### src/rtl/spu_pkg.sv
/*
  Constants for the shaft position and usage counters.
  Assumes one 20 MHz clock and a synchronous active-high reset.

*/
package spu_pkg;
  // ============================================================
  // Timing
  localparam int unsigned CLK_HZ         = 20_000_000;
  localparam int unsigned TICK_S         = 2;
  localparam int unsigned TICK_CYCLES    = CLK_HZ * TICK_S;
  localparam int unsigned TICKS_PER_DAY  = 43_200;
  localparam int unsigned TICKS_PER_HOUR = 1_800;
  localparam int unsigned HOURS_PER_KH   = 1_000;
  // ============================================================
  // Widths and reset values
  localparam int unsigned ANGLE_W        = 15;
  localparam int unsigned TOTAL_W        = 16;
  localparam int unsigned TURNS_W        = 32;
  localparam logic [ANGLE_W-1:0] ANGLE_RST = 15'h0000;
  localparam logic [TOTAL_W-1:0] TOTAL_RST = 16'h0000;
  localparam logic [TURNS_W-1:0] TURNS_RST = 32'h0000_0000;
  // ============================================================
  // Index select codes and shaft revolution scale
  localparam logic [1:0] IDX_ENABLE  = 2'h1;
  localparam logic [1:0] IDX_DISABLE = 2'h2;
  localparam int unsigned SHAFT_REVS_PER_UNIT = 1_000_000;
endpackage

### src/rtl/spu_angle.sv
/*
  Shaft angle and signed turn counter, fed by encoder count strobes.
  Assumes encoder strobes already decoded and synchronous to CLK.
*/
`timescale 1ns/1ps
module spu_angle
  import spu_pkg::*;
(
  input  wire logic               clk,
  input  wire logic               rst,
  input  wire logic               step_up,
  input  wire logic               step_dn,
  input  wire logic               zero,
  output logic [ANGLE_W-1:0]      angle,
  output logic [TURNS_W-1:0]      turns,
  output logic                    turn_done
);
  typedef struct packed {
    logic [ANGLE_W-1:0] angle;
    logic [TURNS_W-1:0] turns;
    logic               fwd_wrap;
  } spu_ang_t;
  spu_ang_t st, next_st;
  localparam logic [ANGLE_W-1:0] ANG_MAX = '1;

  always_comb begin
    next_st = st;
    next_st.fwd_wrap = 1'b0;
    if (zero) begin
      next_st.angle = ANGLE_RST;
    end else if (step_up && !step_dn) begin
      next_st.angle = st.angle + 15'h0001;
      if (st.angle == ANG_MAX) begin
        next_st.turns = st.turns + 32'h0000_0001;
        next_st.fwd_wrap = 1'b1;
      end
    end else if (step_dn && !step_up) begin
      next_st.angle = st.angle - 15'h0001;
      if (st.angle == ANGLE_RST) begin
        next_st.turns = st.turns - 32'h0000_0001;
      end
    end
  end

  always_ff @(posedge clk) begin
    if (rst) begin
      st <= '0;
    end else begin
      st <= next_st;
    end
  end

  assign angle     = st.angle;
  assign turns     = st.turns;
  assign turn_done = st.fwd_wrap;

  // ============================================================
  // Checks
  a_fwd_wrap_inc: assert property (@(posedge clk) disable iff (rst)
    (!zero && step_up && !step_dn && angle == ANG_MAX) |=>
    (angle == ANGLE_RST && turns == $past(turns) + 32'h1))
    else $error("forward wrap did not increment turns");
  a_back_wrap_dec: assert property (@(posedge clk) disable iff (rst)
    (!zero && step_dn && !step_up && angle == ANGLE_RST) |=>
    (angle == ANG_MAX && turns == $past(turns) - 32'h1))
    else $error("backward wrap did not decrement turns");
  a_angle_step: assert property (@(posedge clk) disable iff (rst)
    (!zero && step_up && !step_dn) |=> angle == $past(angle) + 15'h1)
    else $error("angle did not step up");
  a_zero_angle: assert property (@(posedge clk) disable iff (rst)
    zero |=> angle == ANGLE_RST)
    else $error("angle not zeroed");
  a_turns_hold: assert property (@(posedge clk) disable iff (rst)
    (!step_up && !step_dn) |=> $stable(turns))
    else $error("turns changed without a step");
  c_fwd_wrap: cover property (@(posedge clk) disable iff (rst) turn_done);
  c_back_wrap: cover property (@(posedge clk) disable iff (rst)
    step_dn && !step_up && !zero && angle == ANGLE_RST);
endmodule // spu_angle

### src/rtl/spu_counters.sv
/*
  Usage counters (running time, energy, shaft turns, powered time) and
  the shaft-angle zeroing policy. Assumes energy pulses and encoder
  strobes are single-cycle and synchronous to CLK.
*/
`timescale 1ns/1ps
module spu_counters
  import spu_pkg::*;
#(
  parameter int unsigned TICK_LEN = TICK_CYCLES
) (
  input  wire logic                   CLK,
  input  wire logic                   RST,
  input  wire logic                   DRIVE_RUNNING,
  input  wire logic                   ENERGY_MWH_PULSE,
  input  wire logic                   MREV_PULSE,
  input  wire logic                   CLEAR_REQ,
  input  wire logic                   PARAM_MODE,
  input  wire logic                   ENC_UP,
  input  wire logic                   ENC_DN,
  input  wire logic                   ENC_INDEX,
  input  wire logic                   ENC_ENABLE,
  input  wire logic [1:0]             INDEX_PULSE_SELECT,
  input  wire logic                   ANGLE_ZERO_REQ,
  output logic [spu_pkg::TOTAL_W-1:0] RUN_TIME_TOTAL,
  output logic [spu_pkg::TOTAL_W-1:0] ENERGY_TOTAL,
  output logic [spu_pkg::TOTAL_W-1:0] SHAFT_TURN_TOTAL,
  output logic [spu_pkg::TOTAL_W-1:0] POWERED_DAYS,
  output logic [spu_pkg::TOTAL_W-1:0] POWERED_TICK_COUNT,
  output logic [spu_pkg::ANGLE_W-1:0] SHAFT_ANGLE,
  output logic [spu_pkg::TURNS_W-1:0] SIGNED_TURN_COUNT
);
  import spu_pkg::*;

  typedef struct packed {
    logic [31:0]        pre;       // Cycles into current 2 s tick
    logic [TOTAL_W-1:0] ticks;
    logic [TOTAL_W-1:0] days;
    logic [11:0]        run_ticks; // Running ticks within an hour
    logic [9:0]         run_hours; // Running hours within a kh
    logic [TOTAL_W-1:0] run_kh;
    logic [TOTAL_W-1:0] energy;
    logic [TOTAL_W-1:0] turns_m;
    logic [19:0]        rev_sub;   // Shaft revs within a million
    logic               enc_en_d;
    logic               enc_en_seen;
  } spu_state_t;

  spu_state_t st, next_st;
  logic       tick;
  logic       zero_angle;
  logic       fwd_turn;

  function automatic logic at_last(input logic [31:0] v,
                                   input int unsigned lim);
    return v == 32'(lim - 1);
  endfunction

  // ============================================================
  // Angle zeroing policy
  always_comb begin
    zero_angle = 1'b0;
    if (INDEX_PULSE_SELECT == IDX_ENABLE && ENC_INDEX)
      zero_angle = 1'b1;
    if (INDEX_PULSE_SELECT == IDX_DISABLE && ANGLE_ZERO_REQ)
      zero_angle = 1'b1;
    // First cycle after reset only captures the setting
    if (st.enc_en_seen && ENC_ENABLE != st.enc_en_d)
      zero_angle = 1'b1;
  end

  spu_angle u_angle (
    .clk       (CLK),
    .rst       (RST),
    .step_up   (ENC_UP),
    .step_dn   (ENC_DN),
    .zero      (zero_angle),
    .angle     (SHAFT_ANGLE),
    .turns     (SIGNED_TURN_COUNT),
    .turn_done (fwd_turn)
  );

  // ============================================================
  // Counters
  assign tick = at_last(st.pre, TICK_LEN);

  always_comb begin
    next_st = st;
    next_st.enc_en_d    = ENC_ENABLE;
    next_st.enc_en_seen = 1'b1;
    next_st.pre = tick ? 32'h0 : st.pre + 32'h1;
    if (tick) begin
      if (at_last({16'h0, st.ticks}, TICKS_PER_DAY)) begin
        next_st.ticks = TOTAL_RST;
        next_st.days  = st.days + 16'h0001;
      end else begin
        next_st.ticks = st.ticks + 16'h0001;
      end
      if (DRIVE_RUNNING) begin
        next_st.run_ticks = st.run_ticks + 12'h001;
        if (at_last({20'h0, st.run_ticks}, TICKS_PER_HOUR)) begin
          next_st.run_ticks = 12'h000;
          next_st.run_hours = st.run_hours + 10'h001;
          if (at_last({22'h0, st.run_hours}, HOURS_PER_KH)) begin
            next_st.run_hours = 10'h000;
            next_st.run_kh    = st.run_kh + 16'h0001;
          end
        end
      end
    end
    // Natural 16-bit overflow gives 65535 -> 0
    if (ENERGY_MWH_PULSE)
      next_st.energy = st.energy + 16'h0001;
    // Shaft revolutions come from forward wraps or an external pulse
    if (fwd_turn || MREV_PULSE) begin
      next_st.rev_sub = st.rev_sub + 20'h00001;
      if (at_last({12'h0, st.rev_sub}, SHAFT_REVS_PER_UNIT)) begin
        next_st.rev_sub = 20'h00000;
        next_st.turns_m = st.turns_m + 16'h0001;
      end
    end
    if (CLEAR_REQ && PARAM_MODE) begin
      next_st.turns_m = TOTAL_RST;
      next_st.rev_sub = 20'h00000;
    end
  end

  always_ff @(posedge CLK) begin
    if (RST) begin
      st <= '0;
    end else begin
      st <= next_st;
    end
  end

  assign RUN_TIME_TOTAL     = st.run_kh;
  assign ENERGY_TOTAL       = st.energy;
  assign SHAFT_TURN_TOTAL   = st.turns_m;
  assign POWERED_DAYS       = st.days;
  assign POWERED_TICK_COUNT = st.ticks;

  // ============================================================
  // Checks
  a_energy_wrap: assert property (@(posedge CLK) disable iff (RST)
    (ENERGY_MWH_PULSE && ENERGY_TOTAL == 16'hffff) |=>
    ENERGY_TOTAL == 16'h0000)
    else $error("energy total did not wrap to zero");
  a_turn_clear: assert property (@(posedge CLK) disable iff (RST)
    (CLEAR_REQ && PARAM_MODE) |=> SHAFT_TURN_TOTAL == 16'h0000)
    else $error("turn total not cleared");
  a_turn_noclear: assert property (@(posedge CLK) disable iff (RST)
    (!PARAM_MODE && !fwd_turn && !MREV_PULSE) |=> $stable(SHAFT_TURN_TOTAL))
    else $error("turn total changed outside parameter mode");
  a_days_stable: assert property (@(posedge CLK) disable iff (RST)
    !tick |=> $stable(POWERED_DAYS) && $stable(POWERED_TICK_COUNT))
    else $error("powered time moved without a tick");
  a_tick_step: assert property (@(posedge CLK) disable iff (RST)
    (tick && POWERED_TICK_COUNT != 16'(TICKS_PER_DAY - 1)) |=>
    POWERED_TICK_COUNT == $past(POWERED_TICK_COUNT) + 16'h1)
    else $error("tick count did not advance");
  a_run_hold: assert property (@(posedge CLK) disable iff (RST)
    !DRIVE_RUNNING |=> $stable(RUN_TIME_TOTAL))
    else $error("run time advanced while stopped");
  a_index_zero: assert property (@(posedge CLK) disable iff (RST)
    (INDEX_PULSE_SELECT == IDX_ENABLE && ENC_INDEX) |=>
    SHAFT_ANGLE == ANGLE_RST)
    else $error("index pulse did not zero angle");
  a_index_ignored: assert property (@(posedge CLK) disable iff (RST)
    (INDEX_PULSE_SELECT == IDX_DISABLE && !ANGLE_ZERO_REQ &&
     $stable(ENC_ENABLE) && !ENC_UP && !ENC_DN) |=> $stable(SHAFT_ANGLE))
    else $error("angle moved with index disabled");
  c_energy_wrap: cover property (@(posedge CLK) disable iff (RST)
    ENERGY_MWH_PULSE && ENERGY_TOTAL == 16'hffff);
  c_turn_clear: cover property (@(posedge CLK) disable iff (RST)
    CLEAR_REQ && PARAM_MODE);
  c_enable_flip: cover property (@(posedge CLK) disable iff (RST)
    $changed(ENC_ENABLE));
endmodule // spu_counters

### config.mk
export PLATFORM = sky130hd
export DESIGN_NAME = spu_counters
export DESIGN_NICKNAME = d
export VERILOG_FILES = /design/src/rtl/spu_pkg.sv /design/src/rtl/spu_angle.sv /design/src/rtl/spu_counters.sv
export SDC_FILE = /design/constraint.sdc
export NUM_CORES = 1
export LEC_CHECK = 0
export ABC_AREA = 0
export ABC_CLOCK_PERIOD_IN_PS = 3690
export BUFFER_PORTS_ARGS = -buffer_cell sky130_fd_sc_hd__buf_2
export CORE_ASPECT_RATIO = 0.9
export CORE_MARGIN = 5
export CORE_UTILIZATION = 50
export CTS_CLUSTER_DIAMETER = 80
export DETAILED_ROUTE_END_ITERATION = 10
export PLACE_DENSITY = 0.75
export SETUP_SLACK_MARGIN = 0.02
export SKIP_CTS_REPAIR_TIMING = 1
export SLEW_MARGIN = 20
export SYNTH_ARGS = -nofsm -noshare
export SYNTH_HDL_FRONTEND = slang
export SYNTH_HIERARCHICAL = 1
export SYNTH_SLANG_ARGS = --single-unit
### constraint.sdc
create_clock -name CLK -period 3.69 [get_ports CLK]
set_clock_uncertainty 0.2 [all_clocks]
set_input_delay 0.5535 -clock CLK [delete_from_list [all_inputs] [get_ports CLK]]
set_output_delay 0.5535 -clock CLK [all_outputs]
set_load 0.05 [all_outputs]
==> flow_summary.yaml <==
outcome:
  outcome: "finished clean"
placed_design:
  post-dp-hpwl_mm: 19.0
  port_buffers: 140
  place_inst: 1711
  routabilityCongestion: 0.865
timing:
  slew_headroom_pct: 38.8
  fin_crit_ns: 3.05
  min_period_over_period_pct: 82.5
  tightest_slew_ns: 0.909
  timing.fmax_mhz: 328
  finalHoldViolCount: 0
  fin_tns_setup_ns: 0
  slew_viol_final: 0
  grt_setup_unrepaired: "no"
  setup-violations-final: 0
grt:
  met2_usage_pct: 31.8
  grt_pass1_wl_mm: 45.8
  grt_antenna_before_repair: 0
  track_usage_pct: 20.2
  grt_pass1_vias: 9320
  top_usage_layer: "met2"
  grt_max_degree: 60
  gr-total-overflow: 0
  use_met1_pct: 28.5
  met3_usage_pct: 4.29
clocking:
  worstSkewPairLatency_ns: 0.50
  cts.sinks: 204
  root_buffer: "clkbuf_16"
  cts_made_buffers: 23
  cts.htree.levels: 1
  clk_path_buf_depth: 3
  cts_tree: "built"
  clk_pin_slew_ns: 0.06
setup_path:
  worst-path-max-fanout: 13
  r2r_setup_slack_ns: 0.64
  r2r_end: "POWERED_DAYS[15]"
  regToRegStartpoint: "st[147]"
  crit_required_ns: 3.91
  crit_start: "st[147]"
  critPathKind: "register to register"
  crit_path_end: "POWERED_DAYS[15]"
  arrival_ns: 3.27
  endpoint_kind: "register"
  worst_setup_path_start_kind: "register"
  r2r_cells: 5
logic_synthesis:
  avgSynthCellArea_sq_um: 8.15
  synth_common_cells: "dfxtp_1 (204), nor2_1 (162), a21oi_1 (106)"
  post-synth-top-area-cell: "dfxtp_1"
  synth-main-ff-cell: "dfxtp_1"
  ys_ff_latch: 204
  syn_inst: 1403
  ys_types: 75
  synth.area.top_cells: "dfxtp_1 (36%), buf_4 (5.4%), nor2_1 (5.3%)"
  synth.yosys.seq_area_share_pct: 35.7
  syn_area_sq_um: 11400
  synth_edf_count: 0
  synth_most_common_cell: "dfxtp_1"
  synth-async-reset-ratio_pct: 0
  ys_warn_count: 6
  synth_top_area_share_pct: 35.7
  syn-num-nets: 1443
pwr:
  power_leakage_nw: 4.62
  p_per_area_nw_per_um2: 477
  ir_drop_mv: 0.381
layout:
  nets: 1479
  fillers: 2055
  layout-drive-gt1-share_pct: 15.3
  layout.cells.non_filler: 1751
  syn2layout_area_growth_pct: 9.75
  num_antenna_cells: 0
detailed_routing:
  wire_per_inst_um: 15.6
  antenna_left: 0
  vias_per_cell: 5.84
  drt_iter0_drc: 730
  firstDrtPassIters: 5
  drc: 0
  wl_mm: 27.4
  via_count: 10200
floorplan:
  dieHeight_um: 153
  dieArea_sq_um: 26000
  fp-row-count: 52
  fp.dieW_um: 169
  coreArea_sq_um: 22500
  start_util_pct: 50.8
  pin_count: 141
run:
  timing.max_cap.violations: 0
hold_path:
  hold_start: "ENC_ENABLE"
  hp-class: "input port to register"
==> flip-flops by register name (all words and copies together) (netlist names) <==
| name | flops |
|---|---|
| u_angle/turns | 32 |
| RUN_TIME_TOTAL | 16 |
| POWERED_TICK_COUNT | 16 |
| POWERED_DAYS | 16 |
| st | 76 |
| u_angle/angle | 15 |
| ENERGY_TOTAL | 16 |
| u_angle/turn_done | 1 |
| SHAFT_TURN_TOTAL | 16 |
==> logic make-up (layout without fill, tap and decap cells) <==
logic type               count (synthesis)  in the layout  share of synthesized area, %
XOR/XNOR                               112            112                          8.58
AND/OR/NAND/NOR                        636            636                          30.8
flip-flops                             204            204                          35.7
AO/OA/AOI/OAI                          249            249                          13.0
adder cells (fa/ha/maj)                 26             26                          2.91
multiplexers                             9              9                         0.788
buffers and inverters                  167            218                          8.28
==> worst min-delay path by stage <==
stage                     endpoint  slack, ns  depth (start not counted)
after floorplan            st[124]       0.23                          1
after global routing         st[1]       0.13                          2
after global placement     st[124]       0.24                          1
final                        st[1]       0.14                          2
after CTS                    st[1]       0.13                          2
after detailed placement    st[71]       0.27                          2
==> through the flow <==
stage	worst slack [ns]	area [sq um]	hold slack (ns)	total power [mW]	util [%]
6_report	0.644	12600	0.138	5.99	55.8
5_1_grt	0.368	12600	0.134	6.26	55.8
4_1_cts	0.638	12600	0.128	6.02	55.8
3_5_place_dp	0.402	11800	0.267	3.60	52.2
3_3_place_gp	0.411	11800	0.243	3.59	52.2
2_1_floorplan	0.551	11400	0.230	3.36	-
==> per-layer routing <==
metal	wire, um	share of wire (%)
met3	1910	7.0
met1	12800	47
met4	552	2.0
met2	12100	44
met5	0	0
==> cells in the final DEF, fill, tap and decap left out, drive strengths merged, types with 29 or more instances in the layout <==
| cell type | n |
|---|---|
| xnor2 | 63 |
| clkbuf | 36 |
| nand4 | 59 |
| dfxtp | 204 |
| o31ai | 29 |
| nor3 | 29 |
| buf | 152 |
| or3 | 52 |
| nand3 | 69 |
| nand2 | 90 |
| xor2 | 49 |
| or4 | 33 |
| a21oi | 106 |
| nor4 | 41 |
| nor2 | 162 |
| o21ai | 66 |
==> worst max-delay path, cell delays in order (launching register included) <==
cell and delay [ns]:
dfxtp_1 0.36, nor4b_1 0.42, and4_1 0.69, nand4_1 0.54
or4_1 0.62, a21oi_1 0.15
==> power breakdown <==
group          switching, mW  internal (mW)  total [mW]
clock network          0.881           1.51        2.39
logic                  0.781          0.438        1.22
registers              0.111           2.27        2.38
==> layout make-up <==
cell class	instances	area (sq um)	share of cell area, %
clock buffers	36	704	5.61
repair buffers	152	793	6.32
multi-input cells	1032	6410	51.0
well taps	297	372	2.96
inverters	26	97.6	0.778
clock inverters	4	95.1	0.758
flip-flops and latches	204	4080	32.5
Power figures use the tool's default switching activity.
